===== src/logic/apc_params.svh =====
`ifndef APC_PARAMS_SVH
`define APC_PARAMS_SVH

// Byte offset of the auxiliary pipeline control register on the bus.
`define APC_AUX_CTRL_OFFSET  32'h0000_0000
// Reset value: every optimisation enabled, reserved bits zero.
`define APC_AUX_CTRL_RESET   32'h0000_0000
// Field positions.
`define APC_RSVD_HI          31
`define APC_RSVD_LO          29
`define APC_FLOAT_OPT_BIT    28
`define APC_CRIT_HOLD_BIT    27
`define APC_ADDSUB_OFF_BIT   26
`define APC_SCH_BLOCK_HI     25
`define APC_SCH_BLOCK_LO     21
`define APC_DI_BLOCK_HI      20
`define APC_DI_BLOCK_LO      16
// Number of instruction types per block field.
`define APC_NUM_TYPES        5

`endif


===== src/logic/apc_pkg.sv =====
`default_nettype none
package apc_pkg;

  // Instruction type mask, one bit per type in field order.
  // Bit 4 float, 3 multiply/MAC, 2 loads to PC, 1 indirect branch, 0 direct branch.
  typedef logic [4:0] apc_type_mask_t;

  // Decoded controls handed to the issue logic, execute stages and AXI master.
  typedef struct packed {
    logic           float_issue_optimisation_off;
    logic           critical_read_hold;
    logic           dynamic_addsub_off;
    apc_type_mask_t second_channel_issue_block;
    apc_type_mask_t dual_issue_block;
  } apc_ctrl_t;

  // Bus slave data phase states.
  typedef enum logic [0:0] {
    APC_IDLE  = 1'b0,
    APC_WDATA = 1'b1
  } apc_phase_t;

endpackage
`default_nettype wire


===== src/logic/apc_aux_pipeline_control.sv =====
// Contract
// - Register always present, accessible at any time.
// - Hold bit clear keeps normal read ordering.
// - Hold bit set delays ordered reads behind stores.
// - Addsub bit clear allows first-stage resolve.
// - Addsub bit set forces second-stage resolve.
// - Bits 25:21 block types from channel one.
// - Channel-one bits map float, mul, ldpc, ind, direct.
// - Bits 20:16 block dual issue per type.
// - Dual-issue bits map float, mul, ldpc, ind, direct.
//
// Local design decisions: the AHB-Lite slave port and the register offsets.
`timescale 1ns/1ps
`default_nettype none
`include "apc_params.svh"

module apc_aux_pipeline_control (
  // Clock and reset.
  input  wire logic              hclk,
  input  wire logic              hresetn,
  // AHB-Lite slave.
  input  wire logic              hsel,
  input  wire logic [31:0]       haddr,
  input  wire logic [1:0]        htrans,
  input  wire logic              hwrite,
  input  wire logic [2:0]        hsize,
  input  wire logic [31:0]       hwdata,
  input  wire logic              hready,
  output logic [31:0]            hrdata,
  output logic                   hreadyout,
  output logic                   hresp,
  // Controls to the core.
  output apc_pkg::apc_ctrl_t     ctrl
);

  logic [31:0]         ctrl_reg;
  logic [31:0]         ctrl_next;
  apc_pkg::apc_phase_t phase_reg;
  logic                hit_reg;

  // Decode: an address that falls in the control word; validity comes from take.
  function automatic logic addr_hit(input logic [31:0] a);
    addr_hit = (a[31:2] == 30'(`APC_AUX_CTRL_OFFSET >> 2));
  endfunction

  logic take;
  assign take = hsel & hready & htrans[1];

  // Writable image: reserved bits forced to zero.
  always_comb begin
    ctrl_next = ctrl_reg;
    if (phase_reg == apc_pkg::APC_WDATA && hit_reg) begin
      ctrl_next = hwdata;
      ctrl_next[`APC_RSVD_HI:`APC_RSVD_LO] = 3'h0;
    end
  end

  // Address phase capture; the slave never inserts wait states.
  always_ff @(posedge hclk or negedge hresetn) begin
    if (!hresetn) begin
      phase_reg <= apc_pkg::APC_IDLE;
      hit_reg   <= 1'h0;
    end else begin
      phase_reg <= (take && hwrite) ? apc_pkg::APC_WDATA : apc_pkg::APC_IDLE;
      hit_reg   <= take && addr_hit(haddr);
    end
  end

  // Register store, writable at any time.
  always_ff @(posedge hclk or negedge hresetn) begin
    if (!hresetn) begin
      ctrl_reg <= `APC_AUX_CTRL_RESET;
    end else begin
      ctrl_reg <= ctrl_next;
    end
  end

  // Read data loaded in the address phase; unmapped words read zero.
  always_ff @(posedge hclk or negedge hresetn) begin
    if (!hresetn) begin
      hrdata <= 32'h0000_0000;
    end else if (take && !hwrite) begin
      hrdata <= addr_hit(haddr) ? ctrl_next : 32'h0000_0000;
    end
  end

  // Ready and OKAY from the first edge after reset; not ready during reset.
  always_ff @(posedge hclk or negedge hresetn) begin
    if (!hresetn) begin
      hreadyout <= 1'h0;
      hresp     <= 1'h0;
    end else begin
      hreadyout <= 1'h1;
      hresp     <= 1'h0;
    end
  end

  // Field outputs, registered from the next-state image so they track the register.
  always_ff @(posedge hclk or negedge hresetn) begin
    if (!hresetn) begin
      ctrl <= '0;
    end else begin
      ctrl.float_issue_optimisation_off <= ctrl_next[`APC_FLOAT_OPT_BIT];
      ctrl.critical_read_hold           <= ctrl_next[`APC_CRIT_HOLD_BIT];
      ctrl.dynamic_addsub_off           <= ctrl_next[`APC_ADDSUB_OFF_BIT];
      ctrl.second_channel_issue_block   <= ctrl_next[`APC_SCH_BLOCK_HI:`APC_SCH_BLOCK_LO];
      ctrl.dual_issue_block             <= ctrl_next[`APC_DI_BLOCK_HI:`APC_DI_BLOCK_LO];
    end
  end

  // Each instruction type keeps its own bit in both block fields.
  for (genvar g = 0; g < `APC_NUM_TYPES; g++) begin : g_type

  end
endmodule
`default_nettype wire


===== config.mk =====
export PLATFORM = sky130hd
export DESIGN_NAME = apc_aux_pipeline_control
export DESIGN_NICKNAME = d
export VERILOG_FILES = /design/src/logic/apc_pkg.sv /design/src/logic/apc_aux_pipeline_control.sv
export VERILOG_INCLUDE_DIRS = /design/src /design/src/logic
export SDC_FILE = /design/constraint.sdc
export NUM_CORES = 1
export LEC_CHECK = 0
export ABC_CLOCK_PERIOD_IN_PS = 2480
export BUFFER_PORTS_ARGS = -buffer_cell sky130_fd_sc_hd__buf_2
export CELL_PAD_IN_SITES_DETAIL_PLACEMENT = 2
export CELL_PAD_IN_SITES_GLOBAL_PLACEMENT = 2
export CORE_ASPECT_RATIO = 0.8
export CORE_MARGIN = 4
export CORE_UTILIZATION = 34
export CTS_BUF_LIST = sky130_fd_sc_hd__clkbuf_4 sky130_fd_sc_hd__clkbuf_8
export DETAILED_ROUTE_END_ITERATION = 12
export PLACE_DENSITY_LB_ADDON = 0.1
export SETUP_SLACK_MARGIN = 0.3
export SYNTH_ARGS = -nofsm -noshare
export SYNTH_HDL_FRONTEND = slang
export SYNTH_SLANG_ARGS = --single-unit

===== constraint.sdc =====
create_clock -name hclk -period 2.48 [get_ports hclk]
set_input_delay 0.124 -clock hclk [delete_from_list [all_inputs] [get_ports hclk]]
set_output_delay 0.124 -clock hclk [all_outputs]
set_load 0.05 [all_outputs]

# Word level (Yosys, flattened, before mapping)
# Cells that the tools add are included.
# W data, S select, Z words.
[totals]
input_bits = 74
romBits = 0
latchBits = 0
mem_bits_rw = 0
reg_bits = 80
elab_cells = 21
memories = 0
[op_classes]
mux = 3
n_div = 0
n_lt_le_gt_ge = 0
n_addsub = 0
reduce_logical = 6
multipliers = 0
n_shift = 0
n_eq_ne = 0
bitwise = 2
[op_table]
columns = ["operator", "count"]
rows = [
  ["$mux W32", 2],
  ["$logic_not A30 Y1", 1],
  ["$logic_and A1 B1 Y1", 4],
  ["$and A1 B1 Y1", 2],
  ["$logic_not A1 Y1", 1],
  ["$mux W1", 1],
]

# Depth between registers and ports, before layout
# Gate-level depths: netlist (run 1).
[logic_depth]
ltp_word = 4
mapped_depth = 4

# Worst setup path before layout (run 1)
# No wires, ideal clock.
[synth_path]
path_type = "reg-to-reg"
start = "reg phase_reg"
end = "reg hrdata[10]"
period_less_slack_ps = 1344
n_path_buf = 1
path_stages_with_launch = 5
setup_slack_ps = 1136
setup_ps = 104
arrival_ps = 1240
required_ps = 2376
cell_sequence = "dfrtp_1 -> nand2_2 -> buf_2 -> mux2i_1 -> o41ai_2"
[synth_between]
elab_chain_cells = 3
[synth_lines]
columns = ["element", "line", "text"]
rows = [
  ["from (decl)", "apc_aux_pipeline_control.sv:38", "apc_pkg::apc_phase_t phase_reg;"],
  ["from (signal assigned)", "apc_aux_pipeline_control.sv:61", "phase_reg <= apc_pkg::APC_IDLE;"],
  ["from (signal assigned)", "apc_aux_pipeline_control.sv:64", "phase_reg <= (take && hwrite) ? apc_pkg::APC_WDATA : apc_pkg::APC_IDLE;"],
  ["$logic_and A1 B1 Y1", "apc_aux_pipeline_control.sv:52", "if (phase_reg == apc_pkg::APC_WDATA && hit_reg) begin"],
  ["$mux W32", "apc_aux_pipeline_control.sv:52", ""],
  ["$mux W32", "apc_aux_pipeline_control.sv:83", "hrdata <= addr_hit(haddr) ? ctrl_next : 32'h0000_0000;"],
  ["to (signal assigned)", "apc_aux_pipeline_control.sv:83", ""],
  ["to (decl)", "apc_aux_pipeline_control.sv:29", "output logic [31:0] hrdata,"],
]
# No other way between the ends.
# A chain may end at the register's enable or synchronous reset.

# Worst setup path in the final report (run 1)
[layout_path]
start = "reg phase_reg"
end = "reg hrdata[2]"
# Same word-level chain as after synthesis.

==> flow_summary_export.csv, run 1 <==
group,metric,value,unit
pwr,power-per-cell-area,593,nW/um^2
final_layout,areaGrowthSynthToFinish,24.6,%
timing,final_hold_viol_count,8,
synthesis,yosys.area_share.simple,0.0935,
worst_setup_path,crit_path_max_incr_delay,430,ps
timing,max_freq,0.589,GHz
pwr,vdd_drop_max,0.000263,V
worst_setup_path,worst-path-buf-inv,1,
placement,io_buffers,110,
status,status,"finished, violations left",
clock_tree,post_cts_buffers,0,
clock_tree,cts_root_buffer,"clkbuf_8",
synthesis,netlist_instances,243,
synthesis,synthTopCellsByArea,"dfrtp_1, o41ai_2, mux2i_1",
worst_setup_path,cpMaxStageDelayCell,"nand2_2",
synthesis,yosys_register_bits,67,
route,drt-total-wl,7650,um
synthesis,syn-num-nets,317,
route,drt_iter0_drc,53,
timing,skew,9.86,ps
floorplan,die_h,92.5,um
timing,rsz0062_at_grt,"false",
final_layout,fin_area,3780,sq um
synthesis,synth.area.mux_share,0.0956,
clock_tree,clk_pin_slew,70,ps
floorplan,start_util,0.353,
route,drt_first_pass_iters,4,
synthesis,syn_area,3040,sq um
global_route,antenna_found_initial,0,
global_route,grtUsageTotal,0.153,
timing,worst_pin_slew,883,ps
floorplan,die_w,114,um
worst_setup_path,path_delay_family,"simple AND/OR/NAND/NOR gates",
synthesis,ys_warn_count,0,
clock_tree,cts_buffers,9,
timing,postLayoutSetupSlackWorst,782,ps
final_layout,diodes,0,
final_layout,layout_common_cells,"buf_2, dfrtp_1, nand2_1",
worst_setup_path,startpoint_type,"register",
global_route,grt_pass1_vias,2534,
final_layout,layoutNonFillerInstCount,455,
worst_setup_path,crit_type,"register to register",
clock_tree,ctsLongestPathBuffers,2,
clock_tree,h-tree-depth,3,
global_route,grt.met1_usage,0.177,
placement,dp_hpwl,5200,um
final_layout,post-route-util,0.440,
placement,dpl.cell_count,441,
floorplan,fp.coreArea,8600,sq um
synthesis,synth_compound_area_frac,0.155,
route,via_per_inst,4.84,
final_layout,drive_above_1_share,0.469,
route,drt-wirelength-per-cell,16.8,um
synthesis,yosysTopAreaCellShare,0.552,
worst_setup_path,crit_arrival,1910,ps
final_layout,finalNetCount,414,
clock_tree,postCtsHoldBufs,0,
clock_tree,clkSinkCount,67,
route,num_vias,2200,
timing,setup-tns-final,0,ps
synthesis,synth.distinct_cells,24,
placement,post_dp_cell_area,3580,sq um
pwr,p_leak,2.21,nW
timing,finalMaxSlewViolations,0,
floorplan,die_area,10500,sq um
worst_setup_path,crit_chain,"nand2_2 -> buf_12 -> mux2i_1 -> o41ai_1",
status,violations,"hold timing",
worst_setup_path,worstPathRequired,2690,ps
synthesis,seq_area_frac_synth,0.552,
final_layout,fillers,913,
job,maxCapViolations,0,
global_route,grt_pass1_wl,12600,um
worst_setup_path,cp_max_fo,20,
synthesis,synth_fa_ha_area_frac,0,
placement,place_ws,758,ps
synthesis,syn_avg_cell_area,12.5,sq um
timing,whs,-21.1,ps
synthesis,synth_top_family_by_area,"compound AO/OA/AOI/OAI gates",
timing,setup_violations,0,
global_route,grt_use_met3,0.0601,
clock_tree,cts_tree,"built",
timing,post-route-min-period,1700,ps
global_route,met2_usage,0.267,
global_route,grt_start_max_net_pins,68,
clock_tree,cts-resized-gates,0,
global_route,grt.overflow.total,0,
clock_tree,clk-insertion-delay-late,340,ps
timing,fin_crit_sh,0.685,
route,antenna_left,0,
synthesis,synth_xor_area_frac,0,
floorplan,row_count,30,
final_layout,layout_commonest_cell,"buf_2",
global_route,top_usage_layer,"met2",
synthesis,yosysTopAreaCell,"dfrtp_1",
worst_hold_path,min_path_type,"input port to asynchronous set/reset pin",
worst_setup_path,cp-end-kind,"register",
worst_setup_path,r2r_setup_slack,780,ps
route,drc,0,
floorplan,io_pins,121,
placement,place.gp.congestion,0.645,
timing,relSlewSlack,0.411,
cell usage after synthesis:
| cell | count |
|---|---|
| buf_6 | 3 |
| nand4_1 | 1 |
| nand4b_1 | 1 |
| o41ai_2 | 26 |
| buf_1 | 2 |
| nand2_2 | 1 |
| nand4_2 | 1 |
| dfrtp_1 | 67 |
| mux2i_1 | 29 |
| o41ai_1 | 3 |
| and4b_1 | 1 |
| nor4_1 | 3 |
| clkbuf_1 | 4 |
| and2_1 | 3 |
| conb_1 | 2 |
| nand2_1 | 32 |
| nor3_1 | 1 |
| nor2_1 | 2 |
| o31ai_1 | 3 |
| buf_4 | 15 |
| nand3_1 | 4 |
| inv_1 | 30 |
| buf_2 | 5 |
| nor4_2 | 4 |
through the flow:
| stage | hold slack, ps | power, mW |
|---|---|---|
| 2_1_floorplan | -172 | 1.25 |
| 3_3_place_gp | 361 | 1.33 |
| 3_5_place_dp | 373 | 1.34 |
| 4_1_cts | 1.56 | 2.30 |
| 5_1_grt | 21.4 | 2.36 |
| 6_report | -21.1 | 2.24 |
report_power, final:
part	total (mW)	switching, mW	internal (mW)
clock	0.930	0.396	0.535
combinational	0.185	0.125	0.0608
sequential	1.13	0.00926	1.12
total	2.24	0.530	1.71
cell families after synthesis:
kind of cell | count (synthesis)
AOI/OAI and AO/OA | 32
buffers and inverters | 59
DFF | 67
muxes | 29
other | 2
and+or+nand+nor | 54
cell type report:
cell class                 instances  area, sq um  share of cell area
sequential                        67         1680               0.443
multi-input combinational        117         1050               0.278
timing repair buffer             115          601               0.159
clock buffer                      12          165              0.0437
tap                              112          140              0.0370
inverter                          30          113              0.0298
clock inverter                     2         35.0             0.00926
path summary, 6_finish.rpt:
kind	cells past startpoint	start	to
hold reg to reg	2	hrdata[7]$_DFFE_PN0P_	hrdata[7]$_DFFE_PN0P_
min in group hclk	3	hwrite	phase_reg$_DFF_PN0_
setup reg to reg	4	phase_reg$_DFF_PN0_	hrdata[2]$_DFFE_PN0P_
hold / removal	2	hresetn	ctrl_reg[1]$_DFF_PN0_
max in group asynchronous	2	hresetn	ctrl_reg[7]$_DFF_PN0_
setup / recovery	4	phase_reg$_DFF_PN0_	hrdata[2]$_DFFE_PN0P_
metal layers:
metal	wire (um)	part of all wire	up-vias
li1	-	-	1016
met1	3080	0.40	1127
met2	4000	0.52	52
met3	510	0.067	5
met4	64	0.0084	0
met5	0	0	-
Note: power is estimated with default switching activity, not from simulation.
==> run 2, diff against run 1 <==
Settings changed: ABC_CLOCK_PERIOD_IN_PS 2480 to 1700, CORE_UTILIZATION 34 to 31.
Clock period 2.48 ns to 1.7 ns, I/O delays scaled along.
==> run 2 against run 1 <==
  * The flow now finishes without violations
  * Wire length increased by 1.9%
  * Cell count increased by 8.4%
  * Fmax increased by 30%
  * Flip-flop and latch count unchanged
  * Core utilization decreased by 1.5 points
  * Setup slack got worse by 390 ps
  * Critical path depth unchanged
  * Global-route usage decreased by 0.93 points
  * Design area increased by 8.0%
  * Non-clock buffer count increased by 30
==> flow_summary_export.csv, run 2 (synthesized netlist as in run 1, its figures left out) <==
group,metric,value,unit
timing,skew,7.67,ps
final_layout,fillers,1017,
placement,io_buffers,110,
worst_setup_path,r2r_start,"hit_reg$_DFF_PN0_",
worst_setup_path,cp-end-kind,"register",
timing,setup-tns-final,0,ps
placement,place.gp.congestion,0.677,
clock_tree,cts_tree,"built",
placement,dp_hpwl,5340,um
worst_setup_path,cp-startpoint,"hit_reg$_DFF_PN0_",
clock_tree,clk-insertion-delay-late,350,ps
final_layout,post-route-util,0.425,
timing,finalMaxSlewViolations,0,
worst_setup_path,worstPathRequired,1940,ps
final_layout,layoutNonFillerInstCount,493,
floorplan,start_util,0.316,
global_route,grtUsageTotal,0.144,
route,via_per_inst,4.67,
pwr,vdd_drop_max,0.000351,V
timing,relSlewSlack,0.504,
clock_tree,h-tree-depth,3,
worst_setup_path,startpoint_type,"register",
clock_tree,clk_pin_slew,70,ps
pwr,power.switching,0.786,mW
worst_setup_path,crit_arrival,1550,ps
floorplan,die_h,96.5,um
pwr,internal-power,2.35,mW
pwr,p_leak,2.34,nW
placement,dpl.cell_count,450,
route,drc,0,
job,maxCapViolations,0,
global_route,grt_pass1_vias,2515,
route,antenna_left,0,
pwr,p_sw_frac,0.251,
worst_hold_path,min_path_type,"input port to register",
route,drt-total-wl,7800,um
pwr,total_power,3.14,mW
timing,fin_crit_sh,0.769,
floorplan,fp.coreArea,9610,sq um
floorplan,row_count,32,
pwr,power-per-cell-area,767,nW/um^2
clock_tree,cts_root_buffer,"clkbuf_8",
final_layout,layout_commonest_cell,"buf_2",
timing,setup_violations,0,
worst_setup_path,crit_type,"register to register",
route,drt-wirelength-per-cell,15.8,um
placement,post_dp_cell_area,3630,sq um
global_route,grt_pass1_wl,12800,um
route,drt_first_pass_iters,4,
clock_tree,clkSinkCount,67,
global_route,antenna_found_initial,0,
timing,final_hold_viol_count,0,
global_route,grt.overflow.total,0,
pwr,clock_power_share,0.373,
floorplan,die_area,11500,sq um
final_layout,areaGrowthSynthToFinish,34.6,%
final_layout,diodes,0,
global_route,grt_start_max_net_pins,68,
timing,rsz0062_at_grt,"true",
clock_tree,ctsLongestPathBuffers,2,
route,drt_iter0_drc,95,
final_layout,layout_common_cells,"buf_2, dfrtp_1, nand2_1",
floorplan,io_pins,121,
timing,postLayoutSetupSlackWorst,392,ps
status,status,"complete, no violations",
timing,whs,18.9,ps
timing,worst_pin_slew,744,ps
timing,max_freq,0.765,GHz
clock_tree,cts_buffers,9,
timing,post-route-min-period,1310,ps
final_layout,drive_above_1_share,0.439,
worst_setup_path,rr_worst_depth,4,
final_layout,fin_area,4090,sq um
worst_hold_path,min_from,"hwdata[21]",
clock_tree,post_cts_buffers,0,
final_layout,finalNetCount,444,
worst_hold_path,min_path_cells,3,
pwr,power_frac_seq,0.524,
floorplan,die_w,119,um
placement,place_ws,302,ps
route,num_vias,2302,
worst_setup_path,cp_max_fo,9,
pwr,combPwrFrac,0.103,
-- run 2: changes by cell type in the layout (fill, tap and decap cells not counted), sizes merged --
cell         delta
buf             +2
clkinv          +2
dlygate4sd3    +28
bufinv          -1
-- run 2: path summary, 6_finish.rpt --
| path | slack [ps] | to |
|---|---|---|
| worst max-delay path | 390 | hrdata[21]$_DFFE_PN0P_ |
| worst min-delay path | 20 | ctrl[5]$_DFF_PN0_ |
| worst max register to register | 390 | hrdata[21]$_DFFE_PN0P_ |
| worst min register to register | 470 | hrdata[30]$_DFFE_PN0P_ |
| max in group asynchronous | 1080 | ctrl_reg[13]$_DFF_PN0_ |
| min in group asynchronous | 280 | ctrl[7]$_DFF_PN0_ |
-- run 2: layout make-up --
cell class	instances	area (sq um)	area share
Tap cell	119	149	0.0364
Multi-Input combinational cell	117	1050	0.258
Timing Repair Buffer	145	928	0.227
Inverter	30	113	0.0275
Clock buffer	12	153	0.0373
Sequential cell	67	1680	0.410
Clock inverter	3	15.0	0.00367
-- run 2: power by group through the flow --
stage                     clock network (mW)  registers (mW)  logic, mW
after floorplan                            0            1.68      0.152
after global placement                     0            1.67      0.274
after detailed placement                   0            1.68      0.280
after CTS                               1.23            1.64      0.332
after global routing                    1.31            1.65      0.359
final                                   1.17            1.64      0.324
-- run 2: per-layer routing --
| layer | global-route usage | up-vias | share of wire |
|---|---|---|---|
| li1 | - | 1079 | - |
| met1 | 0.173 | 1153 | 0.44 |
| met2 | 0.243 | 61 | 0.49 |
| met3 | 0.0512 | 9 | 0.060 |
| met4 | 0.0492 | 0 | 0.013 |
| met5 | 0 | - | 0 |
-- run 2: worst max-delay path, cell delays in order (launching register included) --
cell and delay [ps]:
dfrtp_1 380, nand2_2 100, buf_4 220, mux2i_1 150, o41ai_2 360
-- run 2: what timing repair did --
action	CTS	global route
hold buffers	28	0
gates resized for setup	1	1
hold endpoints to repair	94	0
endpoints found under the setup margin	1	3
==> run 3, diff against run 2 <==
Settings changed: ABC_CLOCK_PERIOD_IN_PS 1700 to 1240.
Clock period 1.7 ns to 1.24 ns, I/O delays scaled along.
==> run 3 against run 2 <==
  * The run now ends with setup timing left
  * Clock skew hardly changed
  * Setup slack lost 410 ps
  * Highest routed layer unchanged
  * Register-to-register slack lost 410 ps
==> flow_summary_export.csv, run 3 (synthesized netlist as in run 1, its figures left out) <==
group,metric,value,unit
route,drt_iter0_drc,50,
route,drc,0,
final_layout,fin_area,5110,sq um
global_route,grt_start_max_net_pins,34,
pwr,power_frac_seq,0.455,
final_layout,areaGrowthSynthToFinish,68.2,%
final_layout,drive_above_1_share,0.569,
timing,post-route-min-period,1260,ps
worst_setup_path,worst-path-buf-inv,1,
clock_tree,cts_tree,"built",
pwr,p_leak,2.53,nW
floorplan,start_util,0.316,
placement,io_buffers,110,
timing,final_hold_viol_count,0,
final_layout,layout_commonest_cell,"dfrtp_1",
pwr,total_power,4.99,mW
worst_setup_path,crit_type,"register to register",
worst_setup_path,crit_chain,"nand2_4 -> buf_12 -> mux2i_2 -> o41ai_2",
worst_setup_path,crit_path_max_incr_delay,400,ps
timing,setup_violations,6,
timing,setup-tns-final,-61.3,ps
clock_tree,clk_pin_slew,70,ps
pwr,combPwrFrac,0.122,
clock_tree,cts_buffers,9,
route,via_per_inst,4.70,
clock_tree,h-tree-depth,3,
route,antenna_left,0,
route,drt_first_pass_iters,4,
floorplan,fp.coreArea,9610,sq um
global_route,grt.overflow.total,0,
route,drt-total-wl,9380,um
clock_tree,ctsLongestPathBuffers,2,
final_layout,post-route-util,0.532,
global_route,grtUsageTotal,0.164,
worst_setup_path,path_delay_family,"flip-flops",
floorplan,io_pins,121,
floorplan,die_w,119,um
worst_setup_path,startpoint_type,"register",
status,status,"finished, violations left",
pwr,power-per-cell-area,976,nW/um^2
final_layout,diodes,0,
timing,max_freq,0.794,GHz
pwr,internal-power,3.78,mW
route,drt-wirelength-per-cell,17.6,um
floorplan,die_h,96.5,um
timing,finalMaxSlewViolations,0,
global_route,antenna_found_initial,0,
route,num_vias,2503,
final_layout,layoutNonFillerInstCount,532,
placement,place.gp.congestion,0.661,
final_layout,layout_common_cells,"dfrtp_1, buf_2, buf_6",
placement,dp_hpwl,5790,um
job,maxCapViolations,0,
status,violations,"setup timing",
floorplan,row_count,32,
placement,post_dp_cell_area,3880,sq um
timing,whs,43.3,ps
worst_setup_path,cp-end-kind,"register",
timing,skew,7.58,ps
global_route,grt_pass1_vias,2815,
worst_setup_path,crit_arrival,1500,ps
placement,dpl.cell_count,457,
final_layout,finalNetCount,482,
pwr,p_sw_frac,0.241,
placement,place_ws,-122,ps
timing,postLayoutSetupSlackWorst,-19.1,ps
worst_hold_path,min_path_type,"input port to register",
clock_tree,cts_root_buffer,"clkbuf_8",
clock_tree,clkSinkCount,67,
worst_setup_path,worstPathRequired,1480,ps
worst_setup_path,cpMaxStageDelayCell,"dfrtp_1",
pwr,vdd_drop_max,0.000740,V
worst_setup_path,cp_max_fo,11,
floorplan,die_area,11500,sq um
global_route,grt_pass1_wl,14600,um
clock_tree,clk-insertion-delay-late,350,ps
pwr,clock_power_share,0.422,
pwr,power.switching,1.20,mW
timing,fin_crit_sh,1.02,
timing,rsz0062_at_grt,"true",
==> run 3: power groups by stage <==
stage | logic (mW) | clock network, mW | registers, mW
3_5_place_dp | 0.444 | 0 | 2.30
3_3_place_gp | 0.434 | 0 | 2.30
6_report | 0.611 | 2.11 | 2.27
5_1_grt | 0.661 | 2.30 | 2.28
4_1_cts | 0.588 | 2.18 | 2.27
2_1_floorplan | 0.227 | 0 | 2.30
==> run 3: final timing paths <==
path                                   startpoint                endpoint  slack (ps)  depth (start not counted)
max in group asynchronous                 hresetn   ctrl_reg[9]$_DFF_PN0_         560                          3
setup reg to reg                hit_reg$_DFF_PN0_  hrdata[10]$_DFFE_PN0P_         -20                          4
min in group asynchronous                 hresetn  ctrl_reg[26]$_DFF_PN0_         170                          2
hold reg to reg            ctrl_reg[29]$_DFF_PN0_  ctrl_reg[29]$_DFF_PN0_         490                          1
setup / recovery                hit_reg$_DFF_PN0_  hrdata[10]$_DFFE_PN0P_         -20                          4
hold / removal                          htrans[1]     phase_reg$_DFF_PN0_          40                          3
==> run 3: metal layers <==
layer	vias up	GRT usage	routed length, um
li1	1154	-	-
met1	1258	0.186	3780
met2	82	0.296	4870
met3	9	0.0629	631
met4	0	0.0376	98
met5	-	0	0
==> run 3: final cells by class <==
| class | instances | area (sq um) |
|---|---|---|
| Clock buffer | 12 | 159 |
| Clock inverter | 4 | 72.6 |
| Fill cell | 908 | 4500 |
| Inverter | 30 | 113 |
| Multi-Input combinational cell | 117 | 1380 |
| Sequential cell | 67 | 1680 |
| Tap cell | 119 | 149 |
| Timing Repair Buffer | 183 | 1560 |
==> run 3: worst reg2reg max path, delay by kind of cell, from the launching register on <==
family                 cells  cell delay [ps]
buffers and inverters      1              190
AOI/OAI and AO/OA          1              330
DFF                        1              400
and+or+nand+nor            1              140
muxes                      1              110
==> run 3: repair_timing <==
action | in CTS | in global routing
pin swaps | 5 | 13
hold buffers | 32 | 0
endpoints found under the hold margin | 98 | 0
setup buffers | 12 | 15
setup endpoints to repair | 107 | 109
resized for setup | 111 | 9
